File: config.mk
export PLATFORM = sky130hd
export DESIGN_NAME = ebi_pins
export DESIGN_NICKNAME = d
export VERILOG_FILES = /design/src/core/ebi_pkg.sv /design/src/core/ebi_lane_mux.sv /design/src/core/ebi_pins.sv
export SDC_FILE = /design/constraint.sdc
export NUM_CORES = 1
export LEC_CHECK = 0
export ABC_AREA = 1
export ABC_CLOCK_PERIOD_IN_PS = 3800
export BUFFER_PORTS_ARGS = -buffer_cell sky130_fd_sc_hd__buf_2
export CAP_MARGIN = 20
export CORE_ASPECT_RATIO = 1.2
export CORE_MARGIN = 2
export CORE_UTILIZATION = 40
export DETAILED_ROUTE_END_ITERATION = 7
export PLACE_DENSITY = 0.71
export SYNTH_ARGS = -nofsm -noshare
export SYNTH_HDL_FRONTEND = slang
export SYNTH_HIERARCHICAL = 1
export SYNTH_SLANG_ARGS = --single-unit
File: constraint.sdc
create_clock -name clk -period 3.8 [get_ports clk]
set_input_delay 0.19 -clock clk [delete_from_list [all_inputs] [get_ports clk]]
set_output_delay 0.19 -clock clk [all_outputs]
set_load 0.01 [all_outputs]
File: src/core/ebi_pkg.sv
// Package of constants and types for the external bus pin interface.
`default_nettype none
package ebi_pkg;
  // ==========================================================
  // Widths
  localparam int ADDR_W = 24;
  localparam int DATA_W = 16;
  localparam int BYTE_W = 8;
  localparam int NUM_CS = 6;
  // ==========================================================
  // Values after reset
  localparam logic [ADDR_W-1:0] ADDR_RESET = 24'h000000;
  localparam logic [DATA_W-1:0] DATA_RESET = 16'h0000;
  localparam logic [NUM_CS-1:0] CS_RESET = 6'h00;
  // Bus cycle phases.
  typedef enum logic [1:0] {
    EBI_IDLE,
    EBI_ACCESS,
    EBI_DONE
  } ebi_state_t;
endpackage : ebi_pkg
`default_nettype wire

File: src/core/ebi_lane_mux.sv
// Per-data-lane pin multiplexer between the bus and the shared port pin.
`default_nettype none
module ebi_lane_mux (
  // Clock and reset
  input wire logic clk,
  input wire logic resetn,
  // Lane control
  input wire logic [ebi_pkg::DATA_W-1:0] lane_alt,
  input wire logic [ebi_pkg::DATA_W-1:0] lane_drive,
  input wire logic [ebi_pkg::DATA_W-1:0] lane_out,
  // Port pin fallback
  input wire logic [ebi_pkg::DATA_W-1:0] port_out,
  input wire logic [ebi_pkg::DATA_W-1:0] port_oe,
  // Pins
  output logic [ebi_pkg::DATA_W-1:0] pin_out,
  output logic [ebi_pkg::DATA_W-1:0] pin_oe
);
  import ebi_pkg::*;

  // ==========================================================
  // Lane registers
  // Each lane picks its source alone, so unused lanes stay port pins.
  genvar g;
  generate
    for (g = 0; g < DATA_W; g++) begin : g_lane
      always_ff @(posedge clk or negedge resetn) begin
        if (!resetn) begin
          pin_out[g] <= 1'b0;
          pin_oe[g] <= 1'b0;
        end else if (lane_alt[g]) begin
          pin_out[g] <= lane_out[g];
          pin_oe[g] <= lane_drive[g];
        end else begin
          pin_out[g] <= port_out[g];
          pin_oe[g] <= port_oe[g];
        end
      end
    end
  endgenerate
endmodule : ebi_lane_mux
`default_nettype wire

File: src/core/ebi_pins.sv
// Top level of the external bus pin interface.
`default_nettype none
module ebi_pins (
  // Clock and reset
  input wire logic clk,
  input wire logic resetn,
  // Configuration
  input wire logic ext_enable,
  input wire logic exec_internal,
  input wire logic bus_16bit,
  input wire logic [ebi_pkg::ADDR_W-1:0] addr_alt_en,
  input wire logic [ebi_pkg::DATA_W-1:0] data_alt_en,
  input wire logic [ebi_pkg::NUM_CS-1:0] cs_active_high,
  // Processor request
  input wire logic req_valid,
  input wire logic req_write,
  input wire logic [ebi_pkg::ADDR_W-1:0] req_addr,
  input wire logic [1:0] req_lanes,
  input wire logic [ebi_pkg::DATA_W-1:0] req_wdata,
  input wire logic [ebi_pkg::NUM_CS-1:0] req_cs,
  // Processor answer
  output logic cpu_stall,
  output logic rsp_valid,
  output logic [ebi_pkg::DATA_W-1:0] rsp_rdata,
  // Shared port pin values
  input wire logic [ebi_pkg::ADDR_W-1:0] port_addr_out,
  input wire logic [ebi_pkg::ADDR_W-1:0] port_addr_oe,
  input wire logic [ebi_pkg::DATA_W-1:0] port_data_out,
  input wire logic [ebi_pkg::DATA_W-1:0] port_data_oe,
  // Address pins
  output logic [ebi_pkg::ADDR_W-1:0] addr_out,
  output logic [ebi_pkg::ADDR_W-1:0] addr_oe,
  // Data pins
  input wire logic [ebi_pkg::DATA_W-1:0] data_in,
  output logic [ebi_pkg::DATA_W-1:0] data_out,
  output logic [ebi_pkg::DATA_W-1:0] data_oe,
  // Strobes
  output logic read_strobe,
  output logic write_strobe,
  output logic [ebi_pkg::NUM_CS-1:0] chip_select_outputs,
  output logic upper_byte_lane_enable,
  output logic lower_byte_lane_enable,
  input wire logic wait_in
);
  import ebi_pkg::*;

  ebi_state_t state_q;
  logic wr_q;
  logic [ADDR_W-1:0] addr_q;
  logic [DATA_W-1:0] wdata_q;
  logic [1:0] lanes_q;
  logic [NUM_CS-1:0] cs_q;
  logic [DATA_W-1:0] lane_alt;
  logic [DATA_W-1:0] lane_drive;
  logic active;
  logic take;
  logic busy_d;
  logic wr_d;
  logic [ADDR_W-1:0] addr_d;
  logic [DATA_W-1:0] wdata_d;
  logic [1:0] lanes_d;
  logic [NUM_CS-1:0] cs_d;

  // ==========================================================
  // Request acceptance
  // A request is taken only in idle, with the interface on and code running outside.
  assign take = (state_q == EBI_IDLE) && req_valid && ext_enable && !exec_internal;
  assign active = (state_q == EBI_ACCESS);
  // Busy from the taking edge until wait is seen low in access.
  assign busy_d = take || (active && wait_in);

  // Next request fields: the taken request, or the one already on the pins.
  // The pins are loaded from these so that the far side sees address, data and
  // strobe together in the first cycle of access, before wait is sampled.
  always_comb begin
    wr_d = wr_q;
    addr_d = addr_q;
    wdata_d = wdata_q;
    lanes_d = lanes_q;
    cs_d = cs_q;
    if (take) begin
      wr_d = req_write;
      addr_d = req_addr;
      wdata_d = req_wdata;
      lanes_d = bus_16bit ? req_lanes : 2'h1;
      cs_d = req_cs;
    end
  end

  // ==========================================================
  // Bus cycle sequencer
  // A request is taken only in idle; the processor is stalled until done.
  always_ff @(posedge clk or negedge resetn) begin
    if (!resetn) begin
      state_q <= EBI_IDLE;
    end else begin
      case (state_q)
        EBI_IDLE: begin
          if (take) begin
            state_q <= EBI_ACCESS;
          end
        end
        EBI_ACCESS: begin
          if (!wait_in) begin
            state_q <= EBI_DONE;
          end
        end
        EBI_DONE: state_q <= EBI_IDLE;
        default: state_q <= EBI_IDLE;
      endcase
    end
  end

  // Hold the taken request so the pins stay stable for the whole cycle.
  // A refused request leaves no trace, so idle address pins do not wander.
  always_ff @(posedge clk or negedge resetn) begin
    if (!resetn) begin
      wr_q <= 1'b0;
      addr_q <= ADDR_RESET;
      wdata_q <= DATA_RESET;
      lanes_q <= 2'h0;
      cs_q <= CS_RESET;
    end else begin
      wr_q <= wr_d;
      addr_q <= addr_d;
      wdata_q <= wdata_d;
      lanes_q <= lanes_d;
      cs_q <= cs_d;
    end
  end

  // ==========================================================
  // Processor answer
  // Stall rises with the taken request so no second request slips in.
  always_ff @(posedge clk or negedge resetn) begin
    if (!resetn) begin
      cpu_stall <= 1'b0;
      rsp_valid <= 1'b0;
      rsp_rdata <= DATA_RESET;
    end else begin
      cpu_stall <= busy_d;
      rsp_valid <= active && !wait_in;
      // The read strobe has stood for the whole access cycle when data is taken here.
      if (active && !wait_in && !wr_q) begin
        rsp_rdata <= bus_16bit ? data_in : {8'h00, data_in[BYTE_W-1:0]};
      end
    end
  end

  // ==========================================================
  // Address pins
  // Lines not enabled, or any line with the interface off, fall back to the port; enabled lines drive while the interface is on.
  always_ff @(posedge clk or negedge resetn) begin
    if (!resetn) begin
      addr_out <= ADDR_RESET;
      addr_oe <= ADDR_RESET;
    end else begin
      for (int i = 0; i < ADDR_W; i++) begin
        if (addr_alt_en[i] && ext_enable) begin
          addr_out[i] <= exec_internal ? 1'b0 : addr_d[i];
          addr_oe[i] <= 1'b1;
        end else begin
          addr_out[i] <= port_addr_out[i];
          addr_oe[i] <= port_addr_oe[i];
        end
      end
    end
  end

  // ==========================================================
  // Strobes
  // Chip selects are inverted per line when programmed active low.
  // Strobes rise with the taking edge and fall with the edge that ends access.
  always_ff @(posedge clk or negedge resetn) begin
    if (!resetn) begin
      read_strobe <= 1'b0;
      write_strobe <= 1'b0;
      chip_select_outputs <= CS_RESET;
      upper_byte_lane_enable <= 1'b0;
      lower_byte_lane_enable <= 1'b0;
    end else begin
      read_strobe <= busy_d && !wr_d;
      write_strobe <= busy_d && wr_d;
      chip_select_outputs <= ~((busy_d ? cs_d : CS_RESET) ^ cs_active_high);
      upper_byte_lane_enable <= busy_d && lanes_d[1];
      lower_byte_lane_enable <= busy_d && lanes_d[0];
    end
  end

  // ==========================================================
  // Data lanes
  // Upper lanes join the bus only in sixteen-bit mode.
  // Drive follows the write strobe cycle for cycle, so the lanes float otherwise.
  always_comb begin
    for (int i = 0; i < DATA_W; i++) begin
      lane_alt[i] = data_alt_en[i] && ext_enable && (bus_16bit || i < BYTE_W);
      lane_drive[i] = busy_d && wr_d;
    end
  end

  ebi_lane_mux u_lanes (
    .clk(clk),
    .resetn(resetn),
    .lane_alt(lane_alt),
    .lane_drive(lane_drive),
    .lane_out(wdata_d),
    .port_out(port_data_out),
    .port_oe(port_data_oe),
    .pin_out(data_out),
    .pin_oe(data_oe)
  );
endmodule : ebi_pins
`default_nettype wire

; Word level (Yosys, flattened, before mapping)
; Cells that the tools add are included.
[totals]
register_bits = 159
latch_bits = 0
ram_bits = 0
mem_bits_ro = 0
in_bits = 198
out_inout_bits = 108
word_cells = 233
memories = 0
[op_classes]
add_sub_neg = 0
n_mul = 0
div_mod_pow = 0
magnitude_cmp = 0
eq_ne = 3
n_shift = 0
n_mux = 115
bitwise = 2
reduce_logical = 65
[op_table]
columns = operator, count
row1 = 1-bit 2-to-1 mux, 105
row2 = 1-bit logical AND, 58
row3 = 16-bit 2-to-1 mux, 2
row4 = 24-bit 2-to-1 mux, 1
row5 = 6-bit 2-to-1 mux, 2
row6 = 2-bit 2-to-1 mux, 4
row7 = 6-bit NOT, 1
row8 = 6-bit bitwise XOR, 1
row9 = 1-bit zero test, 4
row10 = 2-bit != test (second input constant), 2
row11 = 2-bit one-hot mux with 2 select lines, 1
row12 = 2-bit by 1-bit equality test with 1-bit output (second input constant), 1
row13 = 2-bit zero test, 1
row14 = 2-bit AND reduction, 1
row15 = 1-bit logical OR, 1

; Logic depth before layout (Yosys ltp)
[depth]
depth_word = 8
depth_mapped = 10
depth_no_buf = 8

; Hierarchy
; The synthesis kept the hierarchy.
[modules_own_cells]
columns = module, n_inst, cells_per_inst, area_each_um2, seq_area_each_um2
row1 = ebi_pins, 1, 622, 5172.5, 3178.0
row2 = ebi_lane_mux, 1, 144, 1221.2, 800.8

; Worst setup path after synthesis
; Ideal clock, no wire load.
[synth_path]
kind = register to register
from = register state_q[1]
to = register u_lanes/pin_oe[0] (netlist bit)
setup_time_ns = 0.067
arrival_ns = 1.797
required_time_ns = 3.733
path_slack_ns = 1.936
stages_incl_launch_ff = 9
path_buffers = 1
period_less_slack_ns = 1.864
path_cell_list = dfrtp_1 > nor2_4 > nand3_2 > nand2_2 > buf_2 > inv_1 > nor2_1 > nand2_1 > nand2_1
[synth_via]
elab_chain_cells = 7
elab_cells_between_ends = 10
classes_between = eq/ne: 1 / mux: 2 / reduce/logical: 7
[synth_lines]
columns = element, line
row1 = from (decl), ebi_pins.sv:47  ; ebi_state_t state_q;
row2 = from (signal assigned), ebi_pins.sv:95  ; state_q <= EBI_IDLE;
row3 = from (signal assigned), ebi_pins.sv:100  ; state_q <= EBI_ACCESS;
row4 = from (signal assigned), ebi_pins.sv:105  ; state_q <= EBI_DONE;
row5 = 2-bit zero test, ebi_pins.sv:67  ; assign take = (state_q == EBI_IDLE) && req_valid && ext_enable && !exec_internal;
row6 = 1-bit logical AND (3 in series), ebi_pins.sv:67
row7 = 1-bit logical OR *, ebi_pins.sv:70  ; assign busy_d = take || (active && wait_in);
row8 = named net busy_d, ebi_pins.sv:57  ; logic busy_d;
row9 = 1-bit logical AND *, ebi_pins.sv:197  ; lane_drive[i] = busy_d && wr_d;
row10 = named net lane_drive[0], ebi_pins.sv:54  ; logic [DATA_W-1:0] lane_drive;
row11 = 1-bit 2-to-1 mux *, ebi_lane_mux.sv:30  ; end else if (lane_alt[g]) begin
row12 = "to (signal, indexed assignment)", ebi_lane_mux.sv:32  ; pin_oe[g] <= lane_drive[g];
row13 = "to (signal, indexed assignment)", ebi_lane_mux.sv:35  ; pin_oe[g] <= port_oe[g];
row14 = to (decl), ebi_lane_mux.sv:16  ; output logic [ebi_pkg::DATA_W-1:0] pin_oe
; The timed path passes the listed nets; every way through them passes the cells marked *.
; A chain may end at the register's enable or synchronous reset.

; Final worst setup path
[layout_path]
from = register state_q[1]
to = register upper_byte_lane_enable
[layout_via]
elab_chain_cells = 6
elab_cells_between_ends = 9
classes_between = eq/ne: 1 / mux: 1 / reduce/logical: 7
[layout_lines]
columns = element, line
row1 = 2-bit zero test, ebi_pins.sv:67
row2 = 1-bit logical AND (3 in series), ebi_pins.sv:67
row3 = 2-bit 2-to-1 mux / 1-bit logical OR (equally long branches), "ebi_pins.sv:81, ebi_pins.sv:70"
row4 = 1-bit logical AND *, ebi_pins.sv:185  ; upper_byte_lane_enable <= busy_d && lanes_d[1];
row5 = to (signal assigned), ebi_pins.sv:185
row6 = to (decl), ebi_pins.sv:41  ; output logic upper_byte_lane_enable,
; Every way passes the cells marked *; elsewhere a longest branch is shown, timed or not.

==> summary.md <==
| Metric | Value |
|---|---|
| Status | `finished clean` |
| Final min period | `2.65 ns` |
| Final hold vios | `0` |
| Final Slew Violations | `0` |
| Seq. cell area | `between 0.003 and 0.004 mm²` |
| DR iter-0 viols | `306` |
| Worst setup startpoint | `state_q[1]` |
| Longest Clk Path Bufs | `2` |
| MaxCap Viol Count | `0` |
| Port Buf Inserts | `305` |
| Die span in x | `119 µm` |
| Worst-margin pin slew | `roughly 0.90 ns` |
| Area leader, netlist | `dfrtp_1` |
| Die area | `0.0170 mm²` |
| Synthesized flop and latch total | `around 160` |
| Critical Path AT | `about 3 ns` |
| Worst-Skew Late Latency | `0.41 ns` |
| Final #Nets | `1,389` |
| Layout fillers | `1,235` |
| DRT Wirelength | `19,500 µm` |
| CP Depth | `5` |
| Delay-heaviest family, CP | `simple AND/OR/NAND/NOR gates` |
| R2r startpoint | `state_q[1]` |
| Core area | `0.0156 mm²` |
| Pwr/cell area | `around 470 mW/mm²` |
| DRC | `0` |
| Setup TNS | `0 ns` |
| Hold Crit Start | `addr_alt_en[18]` |
| Leakage power | `around 0.0057 µW` |
| Num rows | `50` |
| Bufs and invs on worst path | `1` |
| Post-Synth XOR/XNOR Area | `0` |
| Ys Warns | `6` |
| Post-synthesis mux area share | `0` |
| First-pass GRT wire length | `30,900 µm` |
| HP Class | `input pin to flip-flop` |
| Post-Synth Adder-Cell Area | `0` |
| Post-synth ARST share | `1.00` |
| Post-synth top area share | `0.622` |
| CP Cell Sequence | `nor2_4, nand3_2, inv_2, nand3_1, a21oi_1` |
| Largest family of logic cells by synthesized area | `simple AND/OR/NAND/NOR gates` |
| Total grt overflow | `0` |
| Post-CTS Setup Repair Bufs | `0` |
| Syn nets | `964` |
| Max_slew headroom | `0.401` |
| Max stage delay on crit path | `a little over 0.8 ns` |
| Synth area leaders | `dfrtp_1 62%, nand2_1 24%, inv_1 4.5%` |
| Routability cong. | `a little under 0.8` |
| Chip Height | `142 µm` |
| Startpoint types | `flip-flop` |
| Main flop type after synthesis | `dfrtp_1` |
| Simple-gate portion of the synthesized area | `0.301` |
| Crit path max fanout | `42` |
| Final period utilization | `0.698` |
| Initial antenna violation count | `1` |
| WP data required | `4.13 ns` |
| R2R depth | `5` |
| Most common cell in the synthesized netlist | `nand2_1` |
| H-tree depth | `4` |
| Total GRT Usage | `0.232` |
| Boundary pin count | `306` |
| Vias | `6,330` |
| Worst setup EP type | `flip-flop` |
| FMAX | `377 MHz` |
| Vias in the first global route | `around 6,600` |
| Sequential-to-total area share from yosys stat | `0.622` |
| Hold WS | `0.0187 ns` |
| Most frequent cells after synthesis | `415 x nand2_1, 159 x dfrtp_1, 77 x inv_1` |
| Layout cells sized above 1 | `0.288` |
| Initial DRT Pass Iterations | `4` |
| Multi-input gate area | `0.00198 mm²` |
| Min-Delay Path Depth | `3` |
| Post-synth EDFFs | `0` |
| Peak VDD IR | `0.281 mV` |
| Root cell of the clock tree | `clkbuf_16` |
| P&R area growth vs syn | `55.7%` |
| Clock Sinks | `159` |
| Starting density of the core | `0.409` |
| Post-synthesis cell count | `766` |
| CTS tree | `done` |
| CP max stage cell | `inv_2` |
| Dpl hpwl | `12,600 µm` |
| Skew final | `0.00921 ns` |
| Total CTS buffers | `17` |
| Largest net degree at the start of global routing | `97` |
| Drt wl/cell | `13.8 µm` |
| Clock-pin slew on the worst setup and hold paths | `0.06 ns` |
| Final antenna-violating net count | `0` |
| Netlist cell types | `19` |
| Avg Cell Area, Syn | `8.35 µm²` |
| Synth Area in Compound Gates | `0.00939` |
| # setup viols final | `0` |
| Post-synthesis cell area | `0.00639 mm²` |
| Via density | `4.48` |
| RSZ-0062 raised after global routing | `no` |
| Critical path class | `flip-flop to flip-flop` |
[layout make-up]
class | instances | area share
clock inverters | 8 | 0.0155
multi-input cells | 501 | 0.199
well taps | 208 | 0.0262
flip-flops and latches | 159 | 0.400
clock buffers | 23 | 0.0480
diodes | 1 | 0.000251
repair buffers | 430 | 0.280
inverters | 82 | 0.0309
[power by group]
| part | switching, µW | leakage (µW) | internal (µW) |
|---|---|---|---|
| registers | 85.6 | 0.00194 | 1950 |
| logic | 491 | 0.00346 | 383 |
| clock network | 654 | 0.000304 | 1150 |
[cells by family after synthesis]
family          after synthesis
simple gates                489
compound gates               12
flops                       159
buf+inv                     106
[worst min-delay path, cell delays in order]
cell	delay, ns
buf_2	0.07
nand2_1	0.07
nand2_1	0.06
[flip-flops by register name, indices dropped and copies added, names as in the netlist]
signal / flops
lanes_q: 2
chip_select_outputs: 6
addr_out: 24
state_q: 2
wr_q: 1
u_lanes/pin_out: 16
cs_q: 6
read_strobe: 1
write_strobe: 1
wdata_q: 16
addr_oe: 24
u_lanes/pin_oe: 16
rsp_valid: 1
lower_byte_lane_enable: 1
rsp_rdata: 16
cpu_stall: 1
upper_byte_lane_enable: 1
addr_q: 24
[final timing paths]
| kind | endpoint | slack (ns) |
|---|---|---|
| worst max-delay path | upper_byte_lane_enable | 1.15 |
| worst min-delay path | addr_oe[18] | 0.02 |
| worst max register to register | upper_byte_lane_enable | 1.15 |
| worst min register to register | rsp_rdata[6] | 0.47 |
| max in group asynchronous | wdata_q[11] | 2.51 |
| min in group asynchronous | addr_oe[3] | 0.43 |
[per-layer routing]
layer	part of all wire	track usage
met3	0.073	0.0657
met2	0.51	0.414
met4	0.031	0.106
met1	0.39	0.256
met5	0	0
[repair_timing]
| action | 4_1_cts | 5_1_grt |
|---|---|---|
| gates resized for setup | 0 | 0 |
| hold buffers | 121 | 0 |
| hold endpoints to repair | 209 | 0 |
[per-stage QoR]
stage / setup WS, ns / instance area (µm²) / utilization / std cells / total power [µW]
2_1_floorplan: 1.94 / 6390 / - / 766 / 2460
3_3_place_gp: 1.17 / 8110 / 0.518 / 1259 / 2810
3_5_place_dp: 1.13 / 8110 / 0.518 / 1259 / 2830
4_1_cts: 1.08 / 9950 / 0.636 / 1411 / 4760
5_1_grt: 0.835 / 9950 / 0.636 / 1412 / 4960
6_report: 1.15 / 9950 / 0.636 / 1412 / 4710
[placed cells by master (no fill, tap or decap), types with 2 or more instances in the layout]
cell type	instances
clkinv_4	2
nor2_1	35
dfrtp_1	159
nand2_1	415
clkbuf_1	3
nand2_2	2
clkbuf_8	3
buf_4	3
nand3_1	21
clkbuf_16	17
inv_1	77
buf_2	304
nand4_1	12
dlygate4sd3_1	121
a21oi_1	2
bufinv_16	4
o21ai_1	10
inv_2	4
(Power assumes the default switching activity.)
